--- config.mk ---
export PLATFORM = sky130hd
export DESIGN_NAME = windowed_watchdog_timer
export DESIGN_NICKNAME = d
export VERILOG_FILES = /design/src/verilog/wdt_pkg.sv /design/src/verilog/scaler_if.sv /design/src/verilog/low_power_rc_osc_tick_div.sv /design/src/verilog/wdt_scaler.sv /design/src/verilog/windowed_watchdog_timer.sv
export SDC_FILE = /design/constraint.sdc
export NUM_CORES = 1
export LEC_CHECK = 0
export BUFFER_PORTS_ARGS = -buffer_cell sky130_fd_sc_hd__buf_4
export CORE_ASPECT_RATIO = 1.4
export CORE_MARGIN = 10
export CORE_UTILIZATION = 35
export DETAILED_ROUTE_END_ITERATION = 10
export SETUP_SLACK_MARGIN = 0.5
export SKIP_CTS_REPAIR_TIMING = 1
export SLEW_MARGIN = 30
export SYNTH_ARGS = -nofsm -noshare
export SYNTH_HDL_FRONTEND = slang
export SYNTH_SLANG_ARGS = --single-unit
--- constraint.sdc ---
create_clock -name clk_i -period 11.96 [get_ports clk_i]
set_input_delay 1.794 -clock clk_i [delete_from_list [all_inputs] [get_ports clk_i]]
set_output_delay 1.794 -clock clk_i [all_outputs]
set_load 0.02 [all_outputs]
--- src/verilog/wdt_pkg.sv ---
package wdt_pkg;
    // Clock rates; the oscillator tick is derived from the system clock
    localparam int unsigned CLK_KHZ   = 100000;
    localparam int unsigned OSC_KHZ   = 32;
    localparam int unsigned OSC_DIV   = CLK_KHZ / OSC_KHZ;

    // Register byte offsets on the bus
    localparam logic [23:0] RESET_CTRL_OFF = 24'h000000;
    localparam logic [23:0] EVENT_OFF      = 24'h000004;
    localparam logic [23:0] MASK_OFF       = 24'h000008;
    localparam logic [23:0] COUNT_OFF      = 24'h00000C;
    localparam logic [23:0] CONFIG_OFF     = 24'h0057A0;

    // Reset control register bit positions
    localparam int unsigned RC_IDLE  = 2;
    localparam int unsigned RC_SLEEP = 3;
    localparam int unsigned RC_TOUT  = 4;
    localparam int unsigned RC_SWEN  = 5;

    // Configuration word layout
    localparam int unsigned CFG_W       = 24;
    localparam int unsigned CFG_POST    = 0;
    localparam int unsigned CFG_PRE     = 4;
    localparam int unsigned CFG_EN      = 5;
    localparam int unsigned CFG_WINDOW_DISABLE  = 7;
    localparam int unsigned CFG_WIN     = 8;
    localparam logic [1:0]  EN_ALWAYS   = 2'h3;
    localparam logic [1:0]  EN_SOFT     = 2'h2;

    // Prescaler terminal counts: 5-bit and 7-bit
    localparam logic [6:0]  PRE_TOP32   = 7'h1F;
    localparam logic [6:0]  PRE_TOP128  = 7'h7F;

    // Event bits
    localparam int unsigned EV_W       = 3;
    localparam int unsigned EV_TIMEOUT = 0;
    localparam int unsigned EV_EARLY   = 1;
    localparam int unsigned EV_WAKE    = 2;

    typedef enum logic [2:0] {
        ST_RUN   = 3'h1,
        ST_SLEEP = 3'h2,
        ST_IDLE  = 3'h4
    } pwr_state_t;
endpackage : wdt_pkg

--- src/verilog/scaler_if.sv ---
`timescale 1ns/10ps
interface scaler_if;
    logic        clr;
    logic        tick;
    logic        pre_sel;
    logic [3:0]  post_sel;
    logic [1:0]  win_sel;
    logic        timeout;
    logic        in_window;
    logic [14:0] post_cnt;

    modport ctrl (output clr, tick, pre_sel, post_sel, win_sel,
                  input  timeout, in_window, post_cnt);
    modport core (input  clr, tick, pre_sel, post_sel, win_sel,
                  output timeout, in_window, post_cnt);
endinterface : scaler_if

--- src/verilog/low_power_rc_osc_tick_div.sv ---
`timescale 1ns/10ps
module osc_tick_div #(
    parameter int unsigned DIV = wdt_pkg::OSC_DIV
) (
    input  wire logic clk_i,
    input  wire logic rst_i,
    input  wire logic run_i,
    input  wire logic clr_i,
    output logic      tick_o
);
    logic [11:0] cnt_ff;

    // Stopped oscillator holds phase at zero, so a fresh start is exact
    always_ff @(posedge clk_i) begin
        if (rst_i || !run_i || clr_i) begin
            cnt_ff <= 12'h000;
            tick_o <= 1'b0;
        end else if (cnt_ff == 12'(DIV - 1)) begin
            cnt_ff <= 12'h000;
            tick_o <= 1'b1;
        end else begin
            cnt_ff <= cnt_ff + 12'h001;
            tick_o <= 1'b0;
        end
    end
endmodule : osc_tick_div

--- src/verilog/wdt_scaler.sv ---
`timescale 1ns/10ps
module wdt_scaler (
    input  wire logic clk_i,
    input  wire logic rst_i,
    scaler_if.core    sc
);
    logic [6:0]  pre_ff;
    logic [14:0] post_ff;
    logic        tout_ff;
    logic [6:0]  pre_top;
    logic [14:0] post_top;
    logic [25:0] prog8;
    logic [25:0] open_at;
    logic [2:0]  eighths;

    assign pre_top  = sc.pre_sel ? wdt_pkg::PRE_TOP128 : wdt_pkg::PRE_TOP32;
    assign post_top = 15'((16'h0001 << sc.post_sel) - 16'h0001);

    // Prescaler then postscaler; timeout on the last prescaler wrap
    always_ff @(posedge clk_i) begin
        if (rst_i || sc.clr) begin
            pre_ff  <= 7'h00;
            post_ff <= 15'h0000;
            tout_ff <= 1'b0;
        end else begin
            tout_ff <= 1'b0;
            if (sc.tick) begin
                if (pre_ff == pre_top) begin
                    pre_ff <= 7'h00;
                    if (post_ff == post_top) begin
                        post_ff <= 15'h0000;
                        tout_ff <= 1'b1;
                    end else begin
                        post_ff <= post_ff + 15'h0001;
                    end
                end else begin
                    pre_ff <= pre_ff + 7'h01;
                end
            end
        end
    end

    // Window opens when elapsed/period reaches eighths/8
    always_comb begin
        case (sc.win_sel)
            2'h3:    eighths = 3'h6;
            2'h2:    eighths = 3'h5;
            2'h1:    eighths = 3'h4;
            default: eighths = 3'h2;
        endcase
        if (sc.pre_sel) begin
            prog8   = {1'b0, post_ff, pre_ff, 3'h0};
            open_at = 26'({post_top + 16'h0001, 7'h00}) * 26'(eighths);
        end else begin
            prog8   = {3'h0, post_ff, pre_ff[4:0], 3'h0};
            open_at = 26'({post_top + 16'h0001, 5'h00}) * 26'(eighths);
        end
    end

    assign sc.in_window = (prog8 >= open_at);
    assign sc.timeout   = tout_ff;
    assign sc.post_cnt  = post_ff;
endmodule : wdt_scaler

--- src/verilog/windowed_watchdog_timer.sv ---
// Functional notes
// - Counter runs on the low-power oscillator; enabling watchdog enables it.
// - Oscillator taken as nominal 32 kHz for all timeout periods.
// - Prescaler divides by 32 (5-bit) or 128 (7-bit) per select bit.
// - Postscaler adds sixteen ratios from 1:1 to 1:32768.
// - Postscale ratio comes from configuration bits 3 to 0.
// - Device reset or finished clock switch clears all counts.
// - Entering and leaving sleep or idle each clear the counts.
// - Clear instruction in normal execution clears all counts.
// - Watchdog runs in sleep and idle; timeout there wakes the core.
// - Enable field 11 keeps the watchdog always on.
// - Enable field 10 runs it only while software enable bit is set.
// - Software enable bit is cleared by every device reset.
// - Timeout sets a sticky flag that only software or power-on reset can clear.
// - Window disable bit zero makes clears obey the window size field.
`timescale 1ns/10ps
module windowed_watchdog_timer #(
    parameter int unsigned OSC_DIV = wdt_pkg::OSC_DIV
) (
    input  wire logic        clk_i,
    input  wire logic        rst_i,
    input  wire logic        por_i,
    input  wire logic [23:0] config_word_i,
    input  wire logic        power_save_instr_i,
    input  wire logic        sleep_mode_i,
    input  wire logic        clear_watchdog_instr_i,
    input  wire logic        clk_switch_done_i,
    input  wire logic        wake_event_i,
    input  wire logic        wb_cyc_i,
    input  wire logic        wb_stb_i,
    input  wire logic        wb_we_i,
    input  wire logic [23:0] wb_adr_i,
    input  wire logic [3:0]  wb_sel_i,
    input  wire logic [31:0] wb_dat_i,
    output logic [31:0]      wb_dat_o,
    output logic             wb_ack_o,
    output logic             osc_en_o,
    output logic             wdt_reset_o,
    output logic             wake_o,
    output logic             irq_o
);
    scaler_if sc ();

    logic [23:0]         cfg_ff;
    wdt_pkg::pwr_state_t pwr_ff;
    logic                swen_ff;
    logic                tout_flag_ff;
    logic                sleep_bit_ff;
    logic                idle_bit_ff;
    logic [2:0]          ev_ff;
    logic [2:0]          mask_ff;
    logic [2:0]          nxt_ev;
    logic                run;
    logic                enter_ps;
    logic                leave_ps;
    logic                clr_cmd;
    logic                early_clr;
    logic                tick_w;
    logic                bus_req;
    logic                wr_lo;
    logic [1:0]          en_mode;

    // Write strobe for one register; all fields sit in byte lane 0
    function automatic logic wr_hit(input logic        wr,
                                    input logic [23:0] adr,
                                    input logic [23:0] off);
        wr_hit = wr && (adr == off);
    endfunction : wr_hit

    // Configuration is latched during reset and frozen afterwards
    always_ff @(posedge clk_i) begin
        if (rst_i) begin
            cfg_ff <= config_word_i;
        end
    end

    assign en_mode = cfg_ff[wdt_pkg::CFG_EN +: 2];

    // Enable decode: fixed on, or software controlled
    assign run = (en_mode == wdt_pkg::EN_ALWAYS)
        || (en_mode == wdt_pkg::EN_SOFT && swen_ff);

    // Oscillator follows the enable so it burns power only when needed
    always_ff @(posedge clk_i) begin
        if (rst_i) begin
            osc_en_o <= 1'b0;
        end else begin
            osc_en_o <= run;
        end
    end

    // 32 kHz tick as an enable pulse from the system clock
    osc_tick_div #(
        .DIV(OSC_DIV)
    ) u_div (
        .clk_i (clk_i),
        .rst_i (rst_i),
        .run_i (run),
        .clr_i (clr_cmd),
        .tick_o(tick_w)
    );

    assign enter_ps  = (pwr_ff == wdt_pkg::ST_RUN) && power_save_instr_i;
    assign leave_ps  = (pwr_ff != wdt_pkg::ST_RUN)
        && (wake_event_i || (run && sc.timeout));
    assign early_clr = (pwr_ff == wdt_pkg::ST_RUN) && clear_watchdog_instr_i
        && run && !cfg_ff[wdt_pkg::CFG_WINDOW_DISABLE] && !sc.in_window;

    // Any of these restarts the whole count chain
    assign clr_cmd = clk_switch_done_i
        || enter_ps || leave_ps
        || ((pwr_ff == wdt_pkg::ST_RUN) && clear_watchdog_instr_i)
        || !run;

    assign sc.clr      = clr_cmd;
    assign sc.tick     = tick_w;
    assign sc.pre_sel  = cfg_ff[wdt_pkg::CFG_PRE];
    assign sc.post_sel = cfg_ff[wdt_pkg::CFG_POST +: 4];
    assign sc.win_sel  = cfg_ff[wdt_pkg::CFG_WIN +: 2];

    wdt_scaler u_scaler (
        .clk_i(clk_i),
        .rst_i(rst_i),
        .sc   (sc)
    );

    // Power state; the counter keeps running while asleep
    always_ff @(posedge clk_i) begin
        if (rst_i) begin
            pwr_ff <= wdt_pkg::ST_RUN;
        end else begin
            case (pwr_ff)
                wdt_pkg::ST_RUN: begin
                    if (power_save_instr_i) begin
                        pwr_ff <= sleep_mode_i ? wdt_pkg::ST_SLEEP
                                               : wdt_pkg::ST_IDLE;
                    end
                end
                wdt_pkg::ST_SLEEP, wdt_pkg::ST_IDLE: begin
                    if (leave_ps) begin
                        pwr_ff <= wdt_pkg::ST_RUN;
                    end
                end
                default: pwr_ff <= wdt_pkg::ST_RUN;
            endcase
        end
    end

    // Reset request and wake pulses, one cycle each
    always_ff @(posedge clk_i) begin
        if (rst_i) begin
            wdt_reset_o <= 1'b0;
            wake_o      <= 1'b0;
        end else begin
            wdt_reset_o <= (pwr_ff == wdt_pkg::ST_RUN && run && sc.timeout)
                || early_clr;
            wake_o      <= leave_ps && run && sc.timeout;
        end
    end

    // Bus handshake: ack one cycle after the request, dropped next cycle
    assign bus_req = wb_cyc_i && wb_stb_i;
    assign wr_lo   = bus_req && wb_we_i && wb_ack_o && wb_sel_i[0];

    always_ff @(posedge clk_i) begin
        if (rst_i) begin
            wb_ack_o <= 1'b0;
        end else begin
            wb_ack_o <= bus_req && !wb_ack_o;
        end
    end

    // Software enable dies with every device reset
    always_ff @(posedge clk_i) begin
        if (rst_i) begin
            swen_ff <= 1'b0;
        end else if (wr_hit(wr_lo, wb_adr_i, wdt_pkg::RESET_CTRL_OFF)) begin
            swen_ff <= wb_dat_i[wdt_pkg::RC_SWEN];
        end
    end

    // Status flags survive the watchdog's own reset; only power-on or a software write clears
    always_ff @(posedge clk_i) begin
        if (por_i) begin
            tout_flag_ff <= 1'b0;
            sleep_bit_ff <= 1'b0;
            idle_bit_ff  <= 1'b0;
        end else begin
            if (wr_hit(wr_lo, wb_adr_i, wdt_pkg::RESET_CTRL_OFF)) begin
                tout_flag_ff <= wb_dat_i[wdt_pkg::RC_TOUT];
                sleep_bit_ff <= wb_dat_i[wdt_pkg::RC_SLEEP];
                idle_bit_ff  <= wb_dat_i[wdt_pkg::RC_IDLE];
            end
            // Hardware sets win over a clearing write
            if (run && sc.timeout) begin
                tout_flag_ff <= 1'b1;
            end
            if (enter_ps && sleep_mode_i) begin
                sleep_bit_ff <= 1'b1;
            end
            if (enter_ps && !sleep_mode_i) begin
                idle_bit_ff <= 1'b1;
            end
        end
    end

    // Sticky events, write one to clear; a new event beats the clear
    always_comb begin
        nxt_ev = ev_ff;
        if (wr_hit(wr_lo, wb_adr_i, wdt_pkg::EVENT_OFF)) begin
            nxt_ev = ev_ff & ~wb_dat_i[2:0];
        end
        nxt_ev[wdt_pkg::EV_TIMEOUT] = nxt_ev[wdt_pkg::EV_TIMEOUT]
            || (run && sc.timeout);
        nxt_ev[wdt_pkg::EV_EARLY] = nxt_ev[wdt_pkg::EV_EARLY] || early_clr;
        nxt_ev[wdt_pkg::EV_WAKE] = nxt_ev[wdt_pkg::EV_WAKE] || leave_ps;
    end

    always_ff @(posedge clk_i) begin
        if (rst_i) begin
            ev_ff   <= 3'h0;
            mask_ff <= 3'h0;
            irq_o   <= 1'b0;
        end else begin
            ev_ff <= nxt_ev;
            if (wr_hit(wr_lo, wb_adr_i, wdt_pkg::MASK_OFF)) begin
                mask_ff <= wb_dat_i[2:0];
            end
            irq_o <= |(nxt_ev & mask_ff);
        end
    end

    // Read data latched as ack rises; unmapped reads return zero
    always_ff @(posedge clk_i) begin
        if (rst_i) begin
            wb_dat_o <= 32'h00000000;
        end else if (bus_req && !wb_ack_o) begin
            case (wb_adr_i)
                wdt_pkg::RESET_CTRL_OFF:
                    wb_dat_o <= {26'h0, swen_ff, tout_flag_ff,
                                 sleep_bit_ff, idle_bit_ff, 2'h0};
                wdt_pkg::EVENT_OFF: wb_dat_o <= {29'h0, ev_ff};
                wdt_pkg::MASK_OFF:  wb_dat_o <= {29'h0, mask_ff};
                wdt_pkg::COUNT_OFF: wb_dat_o <= {17'h0, sc.post_cnt};
                wdt_pkg::CONFIG_OFF: wb_dat_o <= {8'h00, cfg_ff};
                default: wb_dat_o <= 32'h00000000;
            endcase
        end
    end
endmodule : windowed_watchdog_timer

==> key figures <==
Run status
  • Status: finished, final reports clean

Floorplan
  • Num rows: 63
  • Core region area: 21,130 sq um
  • I/O pins: 132
  • Die Span Y: 193.3 um
  • Chip Width: 143.8 um
  • Initial Util: 35.54%
  • Die ar.: 27,790 sq um

Synthesis
  • Top post-synthesis cells by count: nor2_1, nand2_1, dfxtp_1
  • Largest cells by area after synthesis: dfxtp_1, edfxtp_1, ha_1, nor2_1, fa_1
  • Cells after Synth: 898
  • Synth warnings: 0
  • Post-Synth Simple-Gate Area: 23.83%
  • Register bit total from synthesis: 102
  • Yosys cell types: 71
  • Mux contribution to synthesized area: 5.349%
  • Synth Area in Adders: 12.16%
  • Largest family of logic cells by synthesized area: simple AND/OR/NAND/NOR gates
  • Avg Inst Size Synth: 8.361 sq um
  • Most frequent cell after synthesis: nor2_1
  • Mapped Area: 7508 sq um
  • Seq/Total Area, Yosys: 30.39%
  • Post-synth EDFFs: 24
  • Compound-gate portion of the synthesized area: 15.03%
  • XOR/XNOR share of the synthesized area: 6.649%
  • Ys flop type: dfxtp_1
  • Async set-or-reset flop fraction in the synthesized netlist: 0%
  • Yosys top cell by area: dfxtp_1
  • Synth top area share: 20.80%

Layout
  • Ant diodes: 0
  • Design Area, Final: 8625 sq um
  • Share of layout cells above drive strength 1: 17.29%
  • Area delta synth->final: 14.86%
  • NumNets Final: 1,114

Timing
  • Actual slew at the worst max-slew pin: 0.7985 ns
  • Clock skew: 0.007931 ns
  • Min Hold Slack: 0.4518 ns
  • Max_slew headroom: 46.36%
  • Period utilization: 62.58%
  • Final setup violation count: 0
  • Fin Setup TNS: 0 ns
  • Achievable frequency: 133.6 MHz
  • Max Transition Viols Final: 0
  • Final Hold Violating Endpoints: 0
  • Unrepaired setup endpoints after global routing: false
  • Fin crit period: 7.485 ns

Drt
  • Via Count: 6,487
  • WL/cell: 16.58 um
  • Post-DR vias/cell: 5.317
  • DRT Pass-1 Iters: 4
  • Detail Route met2 WL: 10.78 mm
  • # DRC: 0
  • WL met1: 8.037 mm
  • Detailed Route WL: 20.23 mm
  • Initial DRC Count: 307
  • Top sig layer: met4
  • Length of routed met3 wiring: 856 um
  • Antenna Nets Post-Route: 0

Clock network
  • Clk buf depth: 2
  • Inserted Clock Buffers: 9
  • CTS tree: built
  • Clock Sink Count: 102
  • Worst-skew pair later-pin latency: 0.34 ns
  • H-tree levels: 3
  • Clock slew at reported path FFs: 0.07 ns
  • CTS root buf: clkbuf_16

Power
  • Comb pwr share: 29.6%
  • Worst VDD drop: 0.06744 mV
  • Clock Power Share: 30.3%
  • Sw Share: 31.43%
  • Internal: 629.9 uW
  • Power Dens Cells: 106.5 nW/um^2
  • Reg power frac: 40.1%
  • P_leak: 3.583 nW
  • P_sw: 288.7 uW

Critical path
  • Setup CP Type: reg -> reg
  • Arr. time, crit path: 7.71 ns
  • Crit-path max FO: 22
  • Crit. End Element: flop
  • Startpoint class of the critical path: flop
  • WP data required: 12.18 ns

Placed design
  • Port Buffers: 94
  • Final Wtd Congestion: 0.8044
  • Post-DP Area: 8334 sq um
  • DP HPWL: 15.69 mm

Global route
  • Initial antenna violation count: 0
  • All-Layer GR Usage: 14.30%
  • First-pass GRT wire length: 32.51 mm
  • Largest net degree at the start of global routing: 63
  • Vias in the first global route: 6,431
  • Grt total ovfl: 0

Worst hold path
  • Worst Hold Class: reg -> reg

Flow run
  • Max-cap violation count: 0
-- area by class of cell --
type / count / area (sq um)
timing repair buffer: 101 / 758.2
clock buffer: 13 / 260.3
multi-input combinational: 686 / 4772
fill: 2176 / 12500
clock inverter: 3 / 20.02
inverter: 55 / 206.4
tap: 260 / 325.3
sequential: 102 / 2282
-- critical path, cell delays in order (launching register included) --
cell and delay, ns:
edfxtp_1 0.67, nor4_2 0.30, buf_4 0.21, inv_1 0.09, ha_1 0.47, nor3b_1 0.48
a31oi_1 0.07, nor2_1 0.12, a21oi_1 0.13, or2_2 0.35, fa_1 0.51, inv_1 0.04
ha_1 0.35, a211o_1 0.34, a2111oi_0 0.57, nor3_1 0.22, o311ai_2 0.37, nand2_1 0.13
mux2_2 0.27, o221ai_1 0.18, ha_1 0.18, o21a_1 0.12, o2111ai_1 0.10, a2bb2oi_1 0.18
a21boi_0 0.28, o221ai_1 0.19, a221o_1 0.40
-- flip-flops by register name (all words and copies together), names as in the netlist --
signal                count
u_scaler.sc.timeout       1
tout_flag_ff              1
cfg_ff                   24
ev_ff                     3
u_scaler.pre_ff           7
pwr_ff                    3
sleep_bit_ff              1
irq_o                     1
idle_bit_ff               1
u_div.cnt_ff             12
u_scaler.sc.post_cnt     15
wb_dat_o                 24
osc_en_o                  1
u_div.tick_o              1
swen_ff                   1
wdt_reset_o               1
wb_ack_o                  1
wake_o                    1
mask_ff                   3
-- through the flow --
step	setup slack [ns]	cells	power, mW	utilization [%]
floorplan	5.713	905	0.5769	-
detailed placement	4.494	1204	0.6484	39.45
finish	4.475	1220	0.9187	40.83
global placement	4.616	1204	0.6459	39.45
CTS	4.476	1220	0.9278	40.78
global route	3.973	1220	0.9771	40.83
-- cell families (layout without fill, tap and decap cells) --
kind of cell               after synthesis  count (layout)
and+or+nand+nor                        353             353
AOI/OAI and AO/OA                      167             167
muxes                                   37              37
DFF                                    102             102
xor gates and xnor gates                57              57
buffers and inverters                  117             172
other                                    1               8
adders and majority gates               64              64
-- cells in the final DEF, fill, tap and decap left out, drive strengths merged, types with 5 or more instances in the layout --
cell	netlist	routed
nor4b	5	5
fa	15	15
and3	12	12
mux2i	21	21
xor2	28	28
clkbuf	37	13
a22o	15	15
a31oi	9	9
inv	55	56
nor4	7	7
conb	1	8
nor3	16	16
o211ai	5	5
nand2	80	80
xnor2	29	29
edfxtp	24	24
nand4	18	18
mux2	15	15
a21oi	47	47
dfxtp	78	78
or3	5	5
a22oi	15	15
ha	49	49
a21o	7	7
buf	25	101
nor2b	13	13
and2	6	6
nand4b	7	7
or2	23	23
nand2b	23	23
nand3	33	33
a211oi	6	6
nor2	91	91
o21ai	24	24
-- layer usage --
layer,track usage (%),vias to the layer above
met5,0,-
met3,1.961,25
met1,15.35,3099
met2,27.14,120
met4,5.213,0
li1,-,3243
-- worst paths after layout --
path	to	from	cells past startpoint	slack, ns
worst max-delay path	irq_o	cfg_ff[0]	26	4.48
worst max register to register	irq_o	cfg_ff[0]	26	4.48
worst min register to register	wb_dat_o[18]	wb_dat_o[18]	2	0.45
worst min-delay path	wb_dat_o[18]	wb_dat_o[18]	2	0.45
-- power groups by stage --
stage          registers, mW  logic, mW  clock network, mW
6_report               0.369      0.272              0.278
5_1_grt                0.370      0.309              0.298
4_1_cts                0.369      0.274              0.285
3_5_place_dp           0.377      0.272                  0
3_3_place_gp           0.377      0.269                  0
2_1_floorplan          0.374      0.203                  0
Power figures use the tool's default switching activity.
